File: config.mk
export PLATFORM = sky130hd
export DESIGN_NAME = fault_manager
export DESIGN_NICKNAME = d
export VERILOG_FILES = /design/src/rtl/fault_mgr_pkg.sv /design/src/rtl/fault_manager.sv /design/src/rtl/deglitch_filter.sv
export SDC_FILE = /design/constraint.sdc
export NUM_CORES = 1
export LEC_CHECK = 0
export ABC_CLOCK_PERIOD_IN_PS = 3650
export BUFFER_PORTS_ARGS = -buffer_cell sky130_fd_sc_hd__buf_2
export CAP_MARGIN = 5
export CORE_MARGIN = 10
export CORE_UTILIZATION = 45
export DETAILED_ROUTE_END_ITERATION = 16
export PLACE_DENSITY = 0.74
export SKIP_CTS_REPAIR_TIMING = 1
export SYNTH_ARGS = -nofsm -noshare
export SYNTH_HDL_FRONTEND = slang
export SYNTH_SLANG_ARGS = --single-unit
File: constraint.sdc
create_clock -name MCLK_IN -period 3.65 [get_ports MCLK_IN]
set_input_delay 0.1825 -clock MCLK_IN [delete_from_list [all_inputs] [get_ports MCLK_IN]]
set_output_delay 0.1825 -clock MCLK_IN [all_outputs]
set_load 0.005 [all_outputs]
File: src/rtl/fault_mgr_pkg.sv
package fault_mgr_pkg;

  ////////////////////////////////////////////////////////////////////////////////
  // Fault detector indices
  localparam int unsigned NUM_FAULTS = 6;
  localparam int unsigned FI_TSD     = 0;
  localparam int unsigned FI_OTP     = 1;
  localparam int unsigned FI_OVP     = 2;
  localparam int unsigned FI_OVERLOAD_FAULT    = 3;
  localparam int unsigned FI_SCP     = 4;
  localparam int unsigned FI_SUPOVP  = 5;

  ////////////////////////////////////////////////////////////////////////////////
  // Timing
  localparam int unsigned      CLK_PERIOD_PS    = 8000;
  localparam int unsigned      OTP_FILTER_NS    = 20000;
  localparam int unsigned      OVP_FILTER_NS    = 5000;
  localparam int unsigned      SUPOVP_FILTER_NS = 3000;
  localparam int unsigned      OVERLOAD_FAULT_TIME_MS     = 30;
  localparam int unsigned      RECOVERY_TIME_MS = 1000;
  localparam longint unsigned  PS_PER_NS        = 64'd1000;
  localparam longint unsigned  PS_PER_MS        = 64'd1_000_000_000;

  // Filter delay is a least time, so round up
  function automatic int unsigned ns_to_cycles_up(input int unsigned ns);
    return int'((longint'(ns) * PS_PER_NS + CLK_PERIOD_PS - 1) / CLK_PERIOD_PS);
  endfunction : ns_to_cycles_up

  localparam int unsigned NUM_FILTERS = 3;
  localparam int unsigned FILT_OTP    = 0;
  localparam int unsigned FILT_OVP    = 1;
  localparam int unsigned FILT_SUPOVP = 2;
  localparam int unsigned FILT_CYCLES [NUM_FILTERS] = '{
    ns_to_cycles_up(OTP_FILTER_NS),
    ns_to_cycles_up(OVP_FILTER_NS),
    ns_to_cycles_up(SUPOVP_FILTER_NS)
  };

  localparam int unsigned OVERLOAD_FAULT_CYCLES_DFLT =
    int'((longint'(OVERLOAD_FAULT_TIME_MS) * PS_PER_MS) / CLK_PERIOD_PS);
  localparam int unsigned RECOVERY_CYCLES_DFLT =
    int'((longint'(RECOVERY_TIME_MS) * PS_PER_MS) / CLK_PERIOD_PS);
  localparam int unsigned SCP_PULSE_LIMIT = 4;

  ////////////////////////////////////////////////////////////////////////////////
  // Register map
  localparam int unsigned RADDR_W    = 8;
  localparam logic [7:0]  CTRL_OFS   = 8'h00;
  localparam logic [7:0]  STATUS_OFS = 8'h04;
  localparam logic [7:0]  EVENT_OFS  = 8'h08;

  localparam int unsigned CTRL_OTP_LATCH_BIT = 0;
  localparam int unsigned CTRL_OVP_LATCH_BIT = 1;
  localparam logic [1:0]  CTRL_RESET         = 2'h0;

  localparam int unsigned ST_CAUSE_LSB = 0;
  localparam int unsigned ST_FAULT_BIT = 6;
  localparam int unsigned ST_LATCH_BIT = 7;
  localparam int unsigned ST_SS_BIT    = 8;
  localparam int unsigned ST_DRIVE_BIT = 9;

  localparam logic [1:0]  HTRANS_NONSEQ = 2'h2;
  localparam logic        HRESP_OKAY    = 1'b0;
  localparam logic [31:0] RDATA_ZERO    = 32'h0000_0000;

  typedef enum logic [1:0] {
    MODE_RUN     = 2'b00,
    MODE_FAULT   = 2'b01,
    MODE_LATCHED = 2'b10
  } mode_t;

endpackage : fault_mgr_pkg

File: src/rtl/fault_manager.sv
// The address map and the AHB-Lite slave port are this design's own decisions.
`timescale 1ns/1ps
module fault_manager
  import fault_mgr_pkg::*;
#(
  parameter int unsigned OVERLOAD_FAULT_CYCLES     = OVERLOAD_FAULT_CYCLES_DFLT,
  parameter int unsigned RECOVERY_CYCLES = RECOVERY_CYCLES_DFLT,
  parameter int unsigned SCP_LIMIT       = SCP_PULSE_LIMIT
) (
  // Clock and reset
  input  wire logic                        MCLK_IN,
  input  wire logic                        RSTN_IN,
  // Controller reset sources
  input  wire logic                        SUPPLY_OFF_IN,
  input  wire logic                        PIN_RESET_IN,
  // Detector comparators
  input  wire logic                        THERMAL_HOT_IN,
  input  wire logic                        FAULT_PIN_LOW_IN,
  input  wire logic                        FAULT_PIN_REC_IN,
  input  wire logic                        FAULT_PIN_HIGH_IN,
  input  wire logic                        SUPPLY_OVP_IN,
  input  wire logic                        SS_ABOVE_IN,
  // Pulse modulator
  input  wire logic                        PWM_REQ_IN,
  input  wire logic                        CUR_LIMIT_TERM_IN,
  input  wire logic                        SHORT_TRIP_IN,
  input  wire logic                        PULSE_END_IN,
  // Driver and bias
  output logic                             GATE_DRIVE_OUTPUT_OUT,
  output logic                             LOW_POWER_OUT,
  output logic                             FAULT_MODE_OUT,
  // AHB-Lite slave
  input  wire logic                        HSEL_IN,
  input  wire logic [31:0]                 HADDR_IN,
  input  wire logic [1:0]                  HTRANS_IN,
  input  wire logic                        HWRITE_IN,
  input  wire logic [2:0]                  HSIZE_IN,
  input  wire logic [31:0]                 HWDATA_IN,
  input  wire logic                        HREADY_IN,
  output logic [31:0]                      HRDATA_OUT,
  output logic                             HREADYOUT_OUT,
  output logic                             HRESP_OUT
);

  import fault_mgr_pkg::*;

  localparam int unsigned OW = $clog2(OVERLOAD_FAULT_CYCLES + 1);
  localparam int unsigned RW = $clog2(RECOVERY_CYCLES + 1);
  localparam int unsigned SW = $clog2(SCP_LIMIT + 1);
  localparam logic [OW-1:0] OVERLOAD_FAULT_LAST = OW'(OVERLOAD_FAULT_CYCLES - 1);
  localparam logic [RW-1:0] REC_LAST  = RW'(RECOVERY_CYCLES - 1);
  localparam logic [SW-1:0] SCP_LAST  = SW'(SCP_LIMIT - 1);

  if (OVERLOAD_FAULT_CYCLES < 2 || RECOVERY_CYCLES < 2 || SCP_LIMIT < 1) begin : g_chk
    $error("fault_manager: counts too small for the counters");
  end

  ////////////////////////////////////////////////////////////////////////////////
  // State

  typedef struct packed {
    mode_t                 mode;
    logic [NUM_FAULTS-1:0] cause;
    logic [NUM_FAULTS-1:0] events;
    logic [1:0]            ctrl;
    logic                  ss_done;
    logic [OW-1:0]         overload_fault_cnt;
    logic                  overload_fault_decl;
    logic [SW-1:0]         scp_cnt;
    logic                  scp_decl;
    logic [RW-1:0]         rec_cnt;
    logic                  rec_done;
    logic                  kill;
    logic                  drive;
    logic                  wr_pend;
    logic [RADDR_W-1:0]    addr;
    logic [31:0]           rdata;
  } fm_t;

  fm_t fm_r;
  fm_t fm_nxt;

  logic [NUM_FILTERS-1:0] filt_in;
  logic [NUM_FILTERS-1:0] filt_out;
  logic [NUM_FAULTS-1:0]  detect;
  logic [NUM_FAULTS-1:0]  latching;
  logic [NUM_FAULTS-1:0]  release_ok;
  logic                   ahb_sel;
  logic                   ctl_reset;

  ////////////////////////////////////////////////////////////////////////////////
  // Deglitch filters

  assign filt_in[FILT_OTP]    = FAULT_PIN_LOW_IN && fm_r.ss_done;
  assign filt_in[FILT_OVP]    = FAULT_PIN_HIGH_IN;
  assign filt_in[FILT_SUPOVP] = SUPPLY_OVP_IN;

  for (genvar i = 0; i < NUM_FILTERS; i++) begin : g_filt
    deglitch_filter #(
      .COUNT        (FILT_CYCLES[i])
    ) u_filt (
      .MCLK_IN      (MCLK_IN),
      .RSTN_IN      (RSTN_IN),
      .LEVEL_IN     (filt_in[i]),
      .DECLARED_OUT (filt_out[i])
    );
  end

  always_comb begin
    detect             = '0;
    detect[FI_TSD]     = THERMAL_HOT_IN;
    detect[FI_OTP]     = filt_out[FILT_OTP];
    detect[FI_OVP]     = filt_out[FILT_OVP];
    detect[FI_OVERLOAD_FAULT]    = fm_r.overload_fault_decl;
    detect[FI_SCP]     = fm_r.scp_decl;
    detect[FI_SUPOVP]  = filt_out[FILT_SUPOVP];
  end

  always_comb begin
    latching             = '0;
    latching[FI_SUPOVP]  = 1'b1;
    latching[FI_OTP]     = fm_r.ctrl[CTRL_OTP_LATCH_BIT];
    latching[FI_OVP]     = fm_r.ctrl[CTRL_OVP_LATCH_BIT];
  end

  always_comb begin
    release_ok             = '0;
    release_ok[FI_TSD]     = !THERMAL_HOT_IN;
    release_ok[FI_OTP]     = fm_r.rec_done && FAULT_PIN_REC_IN;
    release_ok[FI_OVP]     = fm_r.rec_done;
    release_ok[FI_OVERLOAD_FAULT]    = fm_r.rec_done;
    release_ok[FI_SCP]     = fm_r.rec_done;
    release_ok[FI_SUPOVP]  = 1'b0;
  end

  assign ahb_sel   = HSEL_IN && HREADY_IN && HTRANS_IN[1];
  assign ctl_reset = SUPPLY_OFF_IN || PIN_RESET_IN;

  ////////////////////////////////////////////////////////////////////////////////
  // Next state

  always_comb begin
    fm_nxt = fm_r;

    if (fm_r.mode == MODE_RUN && SS_ABOVE_IN) begin
      fm_nxt.ss_done = 1'b1;
    end

    if (fm_r.mode == MODE_RUN && CUR_LIMIT_TERM_IN && !fm_r.overload_fault_decl) begin
      if (fm_r.overload_fault_cnt == OVERLOAD_FAULT_LAST) begin
        fm_nxt.overload_fault_decl = 1'b1;
      end else begin
        fm_nxt.overload_fault_cnt = fm_r.overload_fault_cnt + 1'b1;
      end
    end

    if (fm_r.mode == MODE_RUN && SHORT_TRIP_IN && !fm_r.scp_decl) begin
      if (fm_r.scp_cnt == SCP_LAST) begin
        fm_nxt.scp_decl = 1'b1;
      end else begin
        fm_nxt.scp_cnt = fm_r.scp_cnt + 1'b1;
      end
    end else if (PULSE_END_IN && !SHORT_TRIP_IN) begin
      fm_nxt.scp_cnt = '0;
    end

    if (SHORT_TRIP_IN) begin
      fm_nxt.kill = 1'b1;
    end else if (!PWM_REQ_IN) begin
      fm_nxt.kill = 1'b0;
    end

    if (fm_r.mode == MODE_FAULT && !fm_r.rec_done) begin
      if (fm_r.rec_cnt == REC_LAST) begin
        fm_nxt.rec_done = 1'b1;
      end else begin
        fm_nxt.rec_cnt = fm_r.rec_cnt + 1'b1;
      end
    end

    unique case (fm_r.mode)
      MODE_RUN: begin
        if (|detect) begin
          fm_nxt.cause = detect;
          fm_nxt.mode  = (|(detect & latching)) ? MODE_LATCHED : MODE_FAULT;
        end
      end
      MODE_FAULT: begin
        if (|(detect & latching)) begin
          fm_nxt.cause = fm_r.cause | detect;
          fm_nxt.mode  = MODE_LATCHED;
        end else if (|(detect & ~fm_r.cause)) begin
          fm_nxt.cause    = fm_r.cause | detect;
          fm_nxt.rec_cnt  = '0;
          fm_nxt.rec_done = 1'b0;
        end else if (&(release_ok | ~fm_r.cause)) begin
          if (|detect) begin
            fm_nxt.cause    = detect;
            fm_nxt.rec_cnt  = '0;
            fm_nxt.rec_done = 1'b0;
          end else begin
            fm_nxt.mode  = MODE_RUN;
            fm_nxt.cause = '0;
          end
        end
      end
      MODE_LATCHED: begin
        fm_nxt.cause = fm_r.cause | detect;
      end
      default: begin
        fm_nxt.mode = MODE_LATCHED;
      end
    endcase

    // Entry clears the counters and forces a fresh soft-start
    if (fm_r.mode == MODE_RUN && fm_nxt.mode != MODE_RUN) begin
      fm_nxt.overload_fault_cnt  = '0;
      fm_nxt.overload_fault_decl = 1'b0;
      fm_nxt.scp_cnt   = '0;
      fm_nxt.scp_decl  = 1'b0;
      fm_nxt.ss_done   = 1'b0;
      fm_nxt.rec_cnt   = '0;
      fm_nxt.rec_done  = 1'b0;
    end

    if (ctl_reset) begin
      fm_nxt.mode      = MODE_RUN;
      fm_nxt.cause     = '0;
      fm_nxt.overload_fault_cnt  = '0;
      fm_nxt.overload_fault_decl = 1'b0;
      fm_nxt.scp_cnt   = '0;
      fm_nxt.scp_decl  = 1'b0;
      fm_nxt.rec_cnt   = '0;
      fm_nxt.rec_done  = 1'b0;
      fm_nxt.ss_done   = 1'b0;
    end

    fm_nxt.drive = PWM_REQ_IN && !SHORT_TRIP_IN && !fm_nxt.kill && !ctl_reset &&
                   fm_r.mode == MODE_RUN && fm_nxt.mode == MODE_RUN;

    // Bus data phase; write-one-to-clear loses to a new event
    if (fm_r.wr_pend) begin
      unique case (fm_r.addr)
        CTRL_OFS:  fm_nxt.ctrl   = HWDATA_IN[1:0];
        EVENT_OFS: fm_nxt.events = fm_r.events & ~HWDATA_IN[NUM_FAULTS-1:0];
        default:   fm_nxt.ctrl   = fm_r.ctrl;
      endcase
    end
    fm_nxt.events = fm_nxt.events | detect;

    // Bus address phase; read data is built here so it leaves a flop
    fm_nxt.wr_pend = ahb_sel && HWRITE_IN;
    fm_nxt.addr    = HADDR_IN[RADDR_W-1:0];
    fm_nxt.rdata   = RDATA_ZERO;
    if (ahb_sel && !HWRITE_IN) begin
      unique case (HADDR_IN[RADDR_W-1:0])
        CTRL_OFS: begin
          fm_nxt.rdata[1:0] = fm_r.ctrl;
        end
        STATUS_OFS: begin
          fm_nxt.rdata[ST_CAUSE_LSB +: NUM_FAULTS] = fm_r.cause;
          fm_nxt.rdata[ST_FAULT_BIT] = (fm_r.mode != MODE_RUN);
          fm_nxt.rdata[ST_LATCH_BIT] = (fm_r.mode == MODE_LATCHED);
          fm_nxt.rdata[ST_SS_BIT]    = fm_r.ss_done;
          fm_nxt.rdata[ST_DRIVE_BIT] = fm_r.drive;
        end
        EVENT_OFS: begin
          fm_nxt.rdata[NUM_FAULTS-1:0] = fm_r.events;
        end
        default: begin
          fm_nxt.rdata = RDATA_ZERO;
        end
      endcase
    end
  end

  always_ff @(posedge MCLK_IN or negedge RSTN_IN) begin
    if (!RSTN_IN) begin
      fm_r      <= '0;
      fm_r.mode <= MODE_RUN;
      fm_r.ctrl <= CTRL_RESET;
    end else begin
      fm_r <= fm_nxt;
    end
  end

  ////////////////////////////////////////////////////////////////////////////////
  // Outputs

  assign GATE_DRIVE_OUTPUT_OUT = fm_r.drive;
  assign LOW_POWER_OUT         = (fm_r.mode != MODE_RUN);
  assign FAULT_MODE_OUT        = (fm_r.mode != MODE_RUN);
  // Zero-wait slave; size is ignored since only whole words are mapped
  assign HRDATA_OUT            = fm_r.rdata;
  assign HREADYOUT_OUT         = 1'b1;
  assign HRESP_OUT             = HRESP_OKAY;

endmodule : fault_manager

File: src/rtl/deglitch_filter.sv
`timescale 1ns/1ps
module deglitch_filter #(
  parameter int unsigned COUNT = 8
) (
  // Clock and reset
  input  wire logic MCLK_IN,
  input  wire logic RSTN_IN,
  // Comparator level and filtered result
  input  wire logic LEVEL_IN,
  output logic      DECLARED_OUT
);

  localparam int unsigned CW = $clog2(COUNT + 1);
  localparam logic [CW-1:0] LAST = CW'(COUNT - 1);

  typedef struct packed {
    logic [CW-1:0] cnt;
    logic          decl;
  } filt_t;

  filt_t filt_r;
  filt_t filt_nxt;

  if (COUNT < 1) begin : g_chk
    $error("deglitch_filter: COUNT must be at least 1");
  end

  // Any drop of the comparator restarts the count
  always_comb begin
    filt_nxt = filt_r;
    if (!LEVEL_IN) begin
      filt_nxt.cnt  = '0;
      filt_nxt.decl = 1'b0;
    end else if (filt_r.cnt == LAST) begin
      filt_nxt.decl = 1'b1;
    end else begin
      filt_nxt.cnt = filt_r.cnt + 1'b1;
    end
  end

  always_ff @(posedge MCLK_IN or negedge RSTN_IN) begin
    if (!RSTN_IN) begin
      filt_r <= '0;
    end else begin
      filt_r <= filt_nxt;
    end
  end

  assign DECLARED_OUT = filt_r.decl;

endmodule : deglitch_filter

==> metrics <==
row cnt=44; Achievable Freq=368.0 MHz; failing checks=hold timing; CP Cell Sequence=a221o_1, a211oi_1, a2bb2oi_1, a211oi_4, o32ai_4, buf_4, nor2_2; die area=19,820 um^2; vias in the first global route=4,773; antenna violations before repair=0; leakage=3.234 nW; CTS Buffer Depth=2; Slew Viols, Final=0; ys flop type=dfrtp_1; xor/xnor share of the synthesized area=9.472%; endpoint type of the worst setup path=flop; synthesized area=6565 um^2; slew margin rel.=28.39%; final period utilization=74.46%; placed cell area=6785 um^2; cell taking the most area after synthesis=dfrtp_1; crit path time final=2.718 ns; register area=3178 um^2; largest family of logic cells by synthesized area=simple AND/OR/NAND/NOR gates; max cap viols=0; commonest cells after routing, fill and taps aside=127 x dfrtp_1, 81 x nor2_1, 51 x nand2_1; Area contributors post-synth=dfrtp_1 48%, xor2_1 5.6%, nor2_1 4.6%; Post-Synth Adder-Cell Area=2.668%; H-Tree Depth=4; Place WS=1.004 ns; Worst VDD drop=346.5 uV; endpoints failing setup=0; first-pass GRT wire length=22.45 mm; number of fill cells=1,297; Fin Setup TNS=0 ns; area of the multi-input gates=3042 um^2; TritonRoute pass-1 iters=4; routability cong.=0.8688; Worst path slowest cell=o32ai_4; vias per cell=5.253; r2r worst-path depth=7; die height=140.8 um; Post-synth ARST share=100.0%; Clock Tree Root=clkbuf_16; Worst-Margin Slew=1.074 ns; Post-synth EDFFs=0; Worst Path Arrival=3.02 ns; Inserted Clock Buffers=17; Gate Count Post-Synth=646; largest net degree at the start of global routing=88; Final Cell Area=7398 um^2; Layout Nets=796; Seq/Total Area, Yosys=48.41%; Max Fanout on Critical Path=18; Worst Path Required=3.95 ns; DRT iter0 DRCs=325; synthesized area per cell=10.16 um^2; Post-Route Skew=0.007859 ns; wire per inst=14.93 um; gr ovfl total=0; Final Hold Vio Count=54; Synth Area in Simple Gates=23.86%; clk_lat worst skew=0.42 ns; synthesized flop and latch total=127; dpl hpwl=9.525 mm; clock sink count=127; ant diodes=0; fin util=51.29%; total number of vias=4,686; CP Buf/Inv Count=1; Die W=140.8 um; post-synthesis cell type count=64; status=finished with violations; Power Total=3.146 mW; Yosys warning count=0; IO buf count=44; share of post-route cells with drive strength above 1=17.09%; Post-Route WL=13.32 mm; Ports=123; synth-to-layout area growth=12.69%; core area=14,420 um^2; crit start category=flop; final hold slack=-0.04863 ns; max incr delay on CP=0.49 ns; mux share of post-synthesis cell area=1.944%; DRC viols=0; post-synthesis compound-gate area fraction=7.014%; Final WS setup=0.9323 ns; Starting Density=45.52%; CTS tree=built; CP top delay family=compound AO/OA/AOI/OAI gates; Crit path depth=7; hold crit path type=in2async; remaining antenna violation count=0; Worst Path Class, Setup=reg2reg; PwrDens=425.2 nW/um^2; RSZ-0062 raised after global routing=no; commonest non-fill, non-tap cell in the layout=dfrtp_1; Clock Pin Slew Worst Setup and Hold Paths=0.05 ns; All-Layer GR Usage=13.63%; Synth top area share=48.41%
==> where the power goes <==
part / internal (mW) / switching [mW] / total (mW)
registers: 1.43 / 0.0138 / 1.44
logic: 0.0605 / 0.114 / 0.174
clock network: 0.957 / 0.575 / 1.53
==> metrics by stage <==
stage	hold slack (ns)	std cells
4_1_cts	-0.1321	884
3_3_place_gp	0.3051	853
2_1_floorplan	-0.1131	668
6_report	-0.04863	892
3_5_place_dp	0.3054	853
5_1_grt	0.008276	892
==> per-layer routing <==
layer	up-vias	routed length (um)	GRT usage, %	share of wire, %
met4	0	222	5.978	1.7
met1	2291	5928	16.70	45
li1	2263	-	-	-
met2	116	6314	21.43	47
met3	16	852	4.535	6.4
met5	-	0	0	0
==> final timing paths <==
path                       slack, ns                     startpoint        end
hold / removal                 -0.05                        RSTN_IN   fm_r[56]
setup / recovery                0.93  g_filt[1].u_filt.DECLARED_OUT   fm_r[68]
setup reg to reg                0.93  g_filt[1].u_filt.DECLARED_OUT   fm_r[68]
min in group MCLK_IN            0.02                    SS_ABOVE_IN   fm_r[98]
max in group asynchronous       2.77                        RSTN_IN  fm_r[107]
hold reg to reg                 0.48                      fm_r[103]  fm_r[103]
==> layout make-up <==
cell class,instances,area share [%]
repair buffers,57,4.600
clock inverters,8,0.8794
flip-flops and latches,127,42.96
inverters,20,1.015
well taps,184,3.112
clock buffers,23,6.325
multi-input cells,473,41.11
==> flip-flops by register name, summed over array words and instances (netlist names) <==
| register | count |
|---|---|
| detect | 2 |
| g_filt.u_filt.filt_r | 31 |
| HRDATA_OUT | 10 |
| GATE_DRIVE_OUTPUT_OUT | 1 |
| g_filt.u_filt.DECLARED_OUT | 3 |
| fm_r | 80 |
==> logic make-up (layout without fill, tap and decap cells) <==
| family | Yosys count | after routing |
|---|---|---|
| AOI/OAI and AO/OA | 58 | 58 |
| xor gates and xnor gates | 71 | 71 |
| adders and majority gates | 14 | 14 |
| buffers and inverters | 68 | 108 |
| DFF | 127 | 127 |
| muxes | 12 | 12 |
| other | 2 | 24 |
| and+or+nand+nor | 294 | 294 |
==> cells in the mapped netlist, drive strengths merged (2+ instances only) <==
cell type	n
dfrtp	127
nor2	102
nand2	52
buf	43
xor2	42
nand3	31
xnor2	29
nand4	27
and2	20
inv	20
a21oi	17
ha	14
and3	13
nor4	9
nor3	7
a211oi	6
mux2	6
mux2i	6
and4	5
clkbuf	5
nor2b	5
o21ai	5
a22oi	4
a32o	4
a221oi	3
nand4b	3
nor4bb	3
o21a	3
o22ai	3
a21boi	2
a221o	2
a31oi	2
conb	2
nand2b	2
nor3b	2
nor4b	2
or2	2
or3	2
or4	2
or4b	2
(Power assumes the default switching activity.)
